### src/data_move_pkg.sv
/*
  Shared constants and carrier types for the data-move instruction executor.
  Assumes a single 40 MHz clock in which four cycles make one instruction cycle.
*/
package data_move_pkg;

  // ==========================================================================
  // timing
  // ==========================================================================
  localparam int unsigned CLK_HZ        = 40_000_000;
  localparam int unsigned PHASES_PER_IC = 4;
  localparam logic [1:0]  PH_Q1         = 2'h0;
  localparam logic [1:0]  PH_Q2         = 2'h1;
  localparam logic [1:0]  PH_Q3         = 2'h2;
  localparam logic [1:0]  PH_Q4         = 2'h3;

  // ==========================================================================
  // instruction encodings
  // ==========================================================================
  localparam logic [7:0]  OP_PTR_LOAD_HI  = 8'hee;  // word 1 bits 15:8
  localparam logic [1:0]  OP_PTR_LOAD_PAD = 2'h0;   // word 1 bits 7:6
  localparam logic [1:0]  PTR_SEL_MAX     = 2'h2;
  localparam logic [3:0]  OP_SECOND_WORD  = 4'hf;   // prefix of any second word
  localparam logic [3:0]  OP_PTR_LOW_PAD  = 4'h0;   // second word bits 11:8
  localparam logic [5:0]  OP_REG_MOVE     = 6'h14;  // 0101 00
  localparam logic [3:0]  OP_COPY_FIRST   = 4'hc;

  // ==========================================================================
  // data-space addressing
  // ==========================================================================
  localparam logic [7:0]  ACCESS_SPLIT    = 8'h80;
  localparam logic [3:0]  ACCESS_HI_BANK  = 4'hf;
  localparam logic [3:0]  ACCESS_LO_BANK  = 4'h0;
  localparam logic [7:0]  INDEXED_LIMIT   = 8'h5f;
  localparam logic [11:0] WORK_REG_ADDR   = 12'hff0;

  // ==========================================================================
  // software register map
  // ==========================================================================
  localparam logic [3:0]  REG_WORK     = 4'h0;
  localparam logic [3:0]  REG_BANK     = 4'h1;
  localparam logic [3:0]  REG_STATUS   = 4'h2;
  localparam logic [3:0]  REG_CTRL     = 4'h3;
  localparam logic [3:0]  REG_PTR_BASE = 4'h4;  // pointer n low at base+2n, high at base+2n+1
  localparam logic [3:0]  REG_PTR_LAST = 4'h9;
  localparam int unsigned ST_NEG_BIT   = 4;
  localparam int unsigned ST_ZERO_BIT  = 2;
  localparam int unsigned CTRL_EXT_BIT = 0;

  localparam logic [7:0]  RST_WORK     = 8'h00;
  localparam logic [3:0]  RST_BANK     = 4'h0;
  localparam logic [11:0] RST_PTR      = 12'h000;

  // ==========================================================================
  // types
  // ==========================================================================
  typedef enum logic [1:0] {SEQ_IDLE, SEQ_PTR_LOW, SEQ_COPY_DEST} seq_t;

  typedef struct packed {
    logic        rd;
    logic        wr;
    logic [11:0] addr;
    logic [7:0]  wdata;
  } dmem_req_t;

  typedef struct packed {
    logic [3:0] addr;
    logic [7:0] wdata;
    logic       wr;
    logic       rd;
  } reg_req_t;

  typedef struct packed {
    logic [1:0]        phase;
    logic              fetch;
    logic [15:0]       ir;
    logic              iv;
    seq_t              seq;
    logic [1:0]        ptr_sel;
    logic [7:0]        copy_data;
    logic [7:0]        work;
    logic [3:0]        bank;
    logic              neg;
    logic              zero;
    logic              ext_en;
    logic [2:0][11:0]  ptr;
    dmem_req_t         dmem;
    logic [7:0]        reg_rdata;
  } state_t;

endpackage : data_move_pkg

### src/data_move_instruction_exec.sv
/*
  Decode and execute for the pointer-load, register-move and register-to-register
  copy instructions, plus the working, bank, status and pointer registers they touch.
  Assumes program memory presents a word with instr_valid in the Q1 cycle (fetch_q
  high), and data memory answers a read strobe with data one clock later.
*/
// The plain strobed port and the register addresses are this design's own decisions.
// Notes on behaviour
// - pointer load puts 12-bit literal into pointer 0..2 named by select.
// - pointer load is two words; first writes bits 11:8, second writes low byte.
// - register move goes to working register when d=0, back to file when d=1.
// - a=0 addresses access bank; a=1 uses bank select register.
// - extended set with a=0 and address up to 5Fh uses indexed offset.
// - register move decodes as 0101 00da plus address, one word, one cycle.
// - register move address covers 0..255 in a bank.
// - copy uses full 12-bit source and destination addresses.
// - copy accepts working register as source or destination.
// - copy reads source in cycle one, writes destination in Q4 of cycle two.
// - upper four bits of bank select always read zero.
`timescale 1ns/1ps

module data_move_instruction_exec (
  input  wire logic                    clk_sys,
  input  wire logic                    sys_rst,
  input  wire logic [15:0]             instr_word,
  input  wire logic                    instr_valid,
  input  wire logic                    instr_skip,
  input  wire logic [7:0]              dmem_rdata,
  input  wire data_move_pkg::reg_req_t reg_req,
  output      logic                    fetch_q,
  output      data_move_pkg::dmem_req_t dmem_req_q,
  output      logic [7:0]              reg_rdata_q
);
  import data_move_pkg::*;

  state_t q;
  state_t d;

  // ==========================================================================
  // address forming for the register move
  // ==========================================================================
  function automatic logic [11:0] move_addr(
    input logic [7:0]  f,
    input logic        a,
    input logic        ext,
    input logic [3:0]  bank,
    input logic [11:0] base
  );
    logic [11:0] r;
    r = {bank, f};
    if (!a) begin
      if (ext && f <= INDEXED_LIMIT) begin
        r = 12'(base + {4'h0, f});
      end else if (f < ACCESS_SPLIT) begin
        r = {ACCESS_LO_BANK, f};
      end else begin
        r = {ACCESS_HI_BANK, f};
      end
    end
    return r;
  endfunction : move_addr

  // ==========================================================================
  // decode helpers
  // ==========================================================================
  logic is_ptr_first;
  logic is_move;
  logic is_copy_first;
  logic is_second;
  logic in_ptr_first;
  logic in_move;
  logic in_copy_first;
  logic in_second;
  logic [2:0] reg_ptr_idx;

  always_comb begin
    is_ptr_first  = q.iv && q.ir[15:8] == OP_PTR_LOAD_HI && q.ir[7:6] == OP_PTR_LOAD_PAD;
    is_move       = q.iv && q.ir[15:10] == OP_REG_MOVE;
    is_copy_first = q.iv && q.ir[15:12] == OP_COPY_FIRST;
    is_second     = q.iv && q.ir[15:12] == OP_SECOND_WORD;
    in_ptr_first  = instr_word[15:8] == OP_PTR_LOAD_HI && instr_word[7:6] == OP_PTR_LOAD_PAD;
    in_move       = instr_word[15:10] == OP_REG_MOVE;
    in_copy_first = instr_word[15:12] == OP_COPY_FIRST;
    in_second     = instr_word[15:12] == OP_SECOND_WORD;
    reg_ptr_idx   = 3'((reg_req.addr - REG_PTR_BASE) >> 1);
  end

  // ==========================================================================
  // next state
  // ==========================================================================
  always_comb begin
    logic [7:0] val;
    logic [1:0] sel;
    val = 8'h00;
    sel = 2'h0;
    d = q;
    d.phase   = 2'(q.phase + 2'h1);
    d.fetch   = (q.phase == PH_Q4);
    d.dmem.rd = 1'b0;
    d.dmem.wr = 1'b0;

    // read data stands only in the cycle after the strobe
    d.reg_rdata = 8'h00;
    if (reg_req.rd) begin
      case (reg_req.addr)
        REG_WORK:   d.reg_rdata = q.work;
        REG_BANK:   d.reg_rdata = {4'h0, q.bank};
        REG_STATUS: begin
          d.reg_rdata[ST_NEG_BIT]  = q.neg;
          d.reg_rdata[ST_ZERO_BIT] = q.zero;
        end
        REG_CTRL:   d.reg_rdata[CTRL_EXT_BIT] = q.ext_en;
        default: begin
          if (reg_req.addr >= REG_PTR_BASE && reg_req.addr <= REG_PTR_LAST) begin
            d.reg_rdata = reg_req.addr[0] ? {4'h0, q.ptr[reg_ptr_idx][11:8]}
                                          : q.ptr[reg_ptr_idx][7:0];
          end
        end
      endcase
    end

    // software writes first so that the core, acting later, wins a collision
    if (reg_req.wr) begin
      case (reg_req.addr)
        REG_WORK:   d.work = reg_req.wdata;
        REG_BANK:   d.bank = reg_req.wdata[3:0];
        REG_STATUS: begin
          d.neg  = reg_req.wdata[ST_NEG_BIT];
          d.zero = reg_req.wdata[ST_ZERO_BIT];
        end
        REG_CTRL:   d.ext_en = reg_req.wdata[CTRL_EXT_BIT];
        default: begin
          if (reg_req.addr >= REG_PTR_BASE && reg_req.addr <= REG_PTR_LAST) begin
            if (reg_req.addr[0]) begin
              d.ptr[reg_ptr_idx][11:8] = reg_req.wdata[3:0];
            end else begin
              d.ptr[reg_ptr_idx][7:0] = reg_req.wdata;
            end
          end
        end
      endcase
    end

    case (q.phase)
      PH_Q1: begin
        // a skipped word becomes a no-operation cycle
        d.iv = instr_valid && !instr_skip;
        d.ir = d.iv ? instr_word : 16'h0000;
        if (d.iv && in_move) begin
          d.dmem.rd   = 1'b1;
          d.dmem.addr = move_addr(instr_word[7:0], instr_word[8], q.ext_en, q.bank, q.ptr[2]);
        end else if (d.iv && in_copy_first && instr_word[11:0] != WORK_REG_ADDR) begin
          d.dmem.rd   = 1'b1;
          d.dmem.addr = instr_word[11:0];
        end
        // a pending sequence dies if its second word does not follow
        if (!(d.iv && in_second)) begin
          d.seq = SEQ_IDLE;
        end
      end
      PH_Q3: begin
        if (is_move) begin
          val    = (q.dmem.addr == WORK_REG_ADDR) ? q.work : dmem_rdata;
          d.neg  = val[7];
          d.zero = (val == 8'h00);
          if (!q.ir[9]) begin
            d.work = val;
          end else begin
            d.dmem.wr    = 1'b1;
            d.dmem.wdata = val;
          end
          d.seq = SEQ_IDLE;
        end else if (is_copy_first) begin
          d.copy_data = (q.ir[11:0] == WORK_REG_ADDR) ? q.work : dmem_rdata;
          d.seq       = SEQ_COPY_DEST;
        end else if (is_ptr_first) begin
          sel = q.ir[5:4];
          if (sel <= PTR_SEL_MAX) begin
            d.ptr[sel][11:8] = q.ir[3:0];
            d.ptr_sel        = sel;
            d.seq            = SEQ_PTR_LOW;
          end else begin
            d.seq = SEQ_IDLE;
          end
        end else if (is_second) begin
          if (q.seq == SEQ_PTR_LOW && q.ir[11:8] == OP_PTR_LOW_PAD) begin
            d.ptr[q.ptr_sel][7:0] = q.ir[7:0];
          end else if (q.seq == SEQ_COPY_DEST) begin
            if (q.ir[11:0] == WORK_REG_ADDR) begin
              d.work = q.copy_data;
            end else begin
              d.dmem.wr    = 1'b1;
              d.dmem.addr  = q.ir[11:0];
              d.dmem.wdata = q.copy_data;
            end
          end
          // stray second word falls through as no-operation
          d.seq = SEQ_IDLE;
        end else begin
          d.seq = SEQ_IDLE;
        end
      end
      default: begin
      end
    endcase
  end

  // ==========================================================================
  // state register
  // ==========================================================================
  always_ff @(posedge clk_sys or posedge sys_rst) begin
    if (sys_rst) begin
      q           <= '0;
      q.phase     <= PH_Q4;
      q.seq       <= SEQ_IDLE;
      q.work      <= RST_WORK;
      q.bank      <= RST_BANK;
      q.ptr[0]    <= RST_PTR;
      q.ptr[1]    <= RST_PTR;
      q.ptr[2]    <= RST_PTR;
    end else begin
      q <= d;
    end
  end

  assign fetch_q     = q.fetch;
  assign dmem_req_q  = q.dmem;
  assign reg_rdata_q = q.reg_rdata;

endmodule : data_move_instruction_exec

### config.mk
export PLATFORM = sky130hd
export DESIGN_NAME = data_move_instruction_exec
export DESIGN_NICKNAME = d
export VERILOG_FILES = /design/src/data_move_pkg.sv /design/src/data_move_instruction_exec.sv
export SDC_FILE = /design/constraint.sdc
export NUM_CORES = 1
export LEC_CHECK = 0
export BUFFER_PORTS_ARGS = -buffer_cell sky130_fd_sc_hd__buf_2
export CAP_MARGIN = 20
export CORE_ASPECT_RATIO = 0.8
export CORE_MARGIN = 3
export CORE_UTILIZATION = 45
export CTS_CLUSTER_SIZE = 40
export DETAILED_ROUTE_END_ITERATION = 12
export PLACE_DENSITY_LB_ADDON = 0.1
export SLEW_MARGIN = 20
export SYNTH_ARGS = -nofsm -noshare
export SYNTH_HDL_FRONTEND = slang
export SYNTH_SLANG_ARGS = --single-unit
### constraint.sdc
create_clock -name clk_sys -period 5.3 [get_ports clk_sys]
set_clock_uncertainty 0.05 [all_clocks]
set_input_delay 0.795 -clock clk_sys [delete_from_list [all_inputs] [get_ports clk_sys]]
set_output_delay 0.795 -clock clk_sys [all_outputs]
set_load 0.01 [all_outputs]
# Yosys cells after proc, flatten, opt, wreduce, memory -nomap -nowiden
# Cells that the tools add are included.
[op_classes]
n_bitwise = 2
n_addsub = 3
n_mul = 0
shift = 0
eq_ne = 31
n_reduce_logical = 36
mux = 79
n_lt_le_gt_ge = 11
div_mod_pow = 0
[op_table]
columns = ["operator", "count"]
rows = [
  ["36-bit two-way mux", 10],
  ["8-bit two-way mux", 19],
  ["36-bit bitwise mux", 4],
  ["21-bit two-way mux", 6],
  ["12-bit two-way mux", 9],
  ["12-bit demux with 2-bit select", 4],
  ["51-bit two-way mux", 1],
  ["12-bit binary-select mux with 2-bit select", 1],
  ["12-bit == test (second input constant)", 2],
  ["2-bit inequality test (second input constant)", 12],
  ["12-bit case mux with 2 select lines", 1],
  ["4-bit == test (second input constant)", 4],
  ["1-bit logical AND", 16],
  ["16-bit two-way mux", 1],
  ["2-bit two-way mux", 7],
  ["12-bit by 8-bit adder with 12-bit output", 1],
  ["6-bit by 5-bit == test with 1-bit output (second input constant)", 2],
  ["12-bit inequality test (second input constant)", 1],
  ["1-bit case mux with 3 select lines", 3],
  ["9-bit AND reduction", 1],
  ["4-bit by 2-bit == test with 1-bit output (second input constant)", 2],
  ["8-bit == test (second input constant)", 1],
  ["8-bit by 7-bit less-or-equal comparator with 1-bit output (second input constant)", 1],
  ["4-bit logical NOT", 2],
  ["32 further kinds", 51],
]
[totals]
reg_bits = 113
mem_count = 0
input_bits = 42
latchBits = 0
ramBits = 0
mem_bits_ro = 0

# Longest topological paths before layout
[depth]
word_depth = 18
mapped_depth = 11
depth_no_buf = 8

# Worst setup path after synthesis
# Ideal clock, no wire load.
[synth_timing]
path_kind = "input-to-reg"
from = "in reg_req[12] (netlist name)"
to = "reg q[54] (netlist name)"
t_arrival_ps = 2972
n_path_buf = 3
setup_ps = 136
path_slack_ps = 2142
t_required_ps = 5114
path_stages = 11
cell_sequence = "clkbuf_1 > buf_2 > inv_1 > ha_1 > a21oi_1 > nor3b_2 > nand2_1 > or3_1 > buf_2 > mux2i_1 > o21ai_0"
[synth_lines]
columns = ["item", "line", "text"]
rows = [
  ["from (decl)", "data_move_instruction_exec.sv:29", "input wire data_move_pkg::reg_req_t reg_req,"],
  ["to (decl)", "data_move_instruction_exec.sv:36", "state_t q;"],
]

==> impl_metrics.yaml <==
status:
  status: "finished, final reports clean"
synthesis:
  ys_ff_latch: 113
  async_flop_share: 1.00
  yosysWarnings: 0
  synthFlopType: "dfrtp_1"
  synth_cells: 730
  ys_types: 73
  synth_top_area_frac: 0.402
  syn_area_per_cell_um2: 9.46
  ys_seq_area_frac: 0.410
  yosys-top-cells-area: "dfrtp_1 40%, mux2i_1 12%, nand2_1 4.7%, buf_4 3.6%, a21oi_1 3.3%"
  synth_edf_count: 0
  syn_nets: 787
  netlist_area_um2: 6910
  yosys.area.top_type: "dfrtp_1"
global_route:
  antenna_found_initial: 0
  grt_max_degree: 62
  grt_usage: 0.246
  grt.overflow.total: 0
  grt_pass1_wl_um: 31200
  first_global_vias: 5616
sta:
  fin_tns_setup_ns: 0
  rsz0062_at_grt: "false"
  hold_viol_final: 0
  fmax_mhz: 319
  tightest_slew_ns: 1.14
  maxSlewHeadroom: 0.234
  min_period_over_period: 0.591
  maxSlewViolCount: 0
  setup_violations: 0
  min_period_ns: 3.13
pwr:
  vdd.ir_drop.worst_uv: 203
  pwr-share-comb: 0.164
  power_density_nw_per_um2: 356
  seq_power_share: 0.400
  p_clk_frac: 0.436
  power.switching_uw: 791
  leakage_nw: 3.32
  p_sw_frac: 0.286
  intPower_mw: 1.97
run:
  cap_viol_max_count: 0
die:
  dieWidth_um: 144
  core_area_um2: 14600
  rows: 39
  die_h_um: 117
  ioPinCount: 73
  die_area_um2: 16900
  start_util: 0.472
worst_setup_path:
  crit_start: "reg_req[12]"
  r2r_start: "q[96]$_DFFE_PP0P_"
  critPathLaunchType: "input port"
  crit_required_ns: 5.51
  cp_max_fo: 19
  critPathArrivalTime_ns: 3.34
  critPathKind: "input port to flip-flop"
  cp-end-kind: "flip-flop"
worst_hold_path:
  hold_class: "flip-flop to flip-flop"
  min_from: "q[111]$_DFF_PP1_"
clocking:
  cts.htree.levels: 4
  clk_pin_slew_ns: 0.06
  cts_buffers: 17
  cts_setup_buffers: 0
  cts_sinks: 113
  cts_tree: "yes"
  cts_resized: 0
  clk_latency_ns: 0.42
  root_buffer: "clkbuf_16"
  hold_buffers: 0
  clockBufferDepth: 2
detailed_routing:
  drt-pass1-iter-count: 5
  drtIter0Drc: 471
  vias: 5719
  wl_per_cell_um: 20.8
  drt-met1-wl_um: 9450
  drt-total-wl_um: 19800
  highest_layer: "met4"
  ant_nets: 0
  drc: 0
  wl_met3_um: 1270
  viasPerCell: 6.01
  route.met2.wl_um: 8680
finish:
  fin_area_um2: 7760
  diodes: 0
  area_growth_syn_to_layout_pct: 12.3
  drive_gt1_frac: 0.189
  fin_nets: 812
placement:
  io_buffers: 72
  gp_congestion: 0.886
  place_hpwl_um: 14300
  dpl-instance-area_um2: 7130
## placed cells by master, fill, tap and decap left out, types with 6 or more instances in the layout
| cell type | Yosys | final |
|---|---|---|
| ha_1 | 14 | 14 |
| nand2_1 | 86 | 86 |
| nor2_1 | 55 | 55 |
| nor3_1 | 7 | 6 |
| o21ai_0 | 30 | 30 |
| inv_1 | 14 | 13 |
| mux2_2 | 9 | 9 |
| a21oi_1 | 45 | 45 |
| nor2b_1 | 7 | 7 |
| a31oi_1 | 6 | 6 |
| xor2_1 | 6 | 6 |
| and2_1 | 6 | 6 |
| dfrtp_1 | 111 | 111 |
| mux2i_1 | 86 | 86 |
| o21ai_1 | 34 | 34 |
| nand4_1 | 9 | 9 |
| buf_2 | 8 | 72 |
| a22o_1 | 14 | 14 |
| nand4b_1 | 6 | 6 |
| clkbuf_16 | 0 | 17 |
| nand3_1 | 14 | 14 |
## state kept, by name, summed over array words and instances, names as in the netlist
| name | count |
|---|---|
| fetch_q | 1 |
| dmem_req_q | 22 |
| q | 82 |
| reg_rdata_q | 8 |
## kinds of logic after synthesis
| group | count (synthesis) | synth area share |
|---|---|---|
| simple gates | 231 | 0.172 |
| flops | 113 | 0.410 |
| xor+xnor | 7 | 0.00888 |
| compound gates | 180 | 0.167 |
| fa+ha+maj | 15 | 0.0283 |
| mux | 99 | 0.148 |
| buf+inv | 85 | 0.0656 |
## worst max-delay path: stages
cell	delay, ns
buf_2	0.39
inv_1	0.13
ha_1	0.36
a21oi_1	0.24
nor3b_2	0.33
nand2_1	0.20
or3_1	0.56
mux2i_1	0.22
o21ai_0	0.11
## cells in the mapped netlist, drive strengths merged (3+ instances only)
master / number
o31ai: 3
o22ai: 3
nor2: 58
nor2b: 7
or3: 3
mux2: 13
a31oi: 7
mux2i: 86
nand2b: 4
nor4: 3
o2bb2ai: 5
a2111oi: 3
dfrtp: 111
o211ai: 5
and3: 4
clkbuf: 25
a32oi: 3
inv: 16
nand4b: 6
a21oi: 45
a211oi: 5
nor3b: 8
ha: 14
o21ai: 65
buf: 44
xor2: 6
a22o: 14
nor3: 8
a22oi: 4
nand2: 86
nand3: 14
and2: 6
or4b: 3
nand4: 9
a21boi: 3
a21o: 3
nand3b: 4
## power groups by stage
stage                     sequential (mW)  combinational (mW)  clock (mW)
after floorplan                      1.05               0.350           0
after global placement               1.11               0.433           0
after detailed placement             1.11               0.450           0
after CTS                            1.10               0.452        1.22
after global routing                 1.12               0.503        1.26
final                                1.11               0.454        1.20
## cell type report
cell class / count / area, µm²
multi-input cells: 532 / 3630
well taps: 184 / 230
clock buffers: 22 / 494
clock inverters: 9 / 129
fillers: 1318 / 6880
repair buffers: 75 / 383
inverters: 16 / 62.6
flip-flops and latches: 113 / 2830
## final timing paths
check / cells after the start / slack (ns) / to
worst max-delay path: 9 / 2.17 / q[57]$_DFF_PP0_
worst min-delay path: 1 / 0.44 / q[111]$_DFF_PP1_
worst max register to register: 6 / 2.27 / dmem_req_q[13]$_DFFE_PP0P_
worst min register to register: 1 / 0.44 / q[111]$_DFF_PP1_
max in group asynchronous: 3 / 3.54 / q[63]$_DFF_PP0_
min in group asynchronous: 2 / 0.46 / dmem_req_q[7]$_DFFE_PP0P_
## layer usage
metal	global-route usage	up-vias
met3	0.0581	27
li1	-	2662
met2	0.367	200
met5	0	-
met1	0.355	2830
met4	0.0802	0
## per-stage QoR
| step | util | hold slack, ns | power, mW | worst slack [ns] | instances |
|---|---|---|---|---|---|
| 4_1_cts | 0.530 | 0.445 | 2.77 | 2.23 | 951 |
| 3_5_place_dp | 0.487 | 0.430 | 1.56 | 1.83 | 920 |
| 6_report | 0.530 | 0.441 | 2.76 | 2.17 | 951 |
| 5_1_grt | 0.530 | 0.472 | 2.89 | 1.95 | 951 |
| 2_1_floorplan | - | 0.403 | 1.40 | 1.47 | 730 |
| 3_3_place_gp | 0.487 | 0.424 | 1.55 | 1.99 | 920 |
Power figures use the tool's default switching activity.
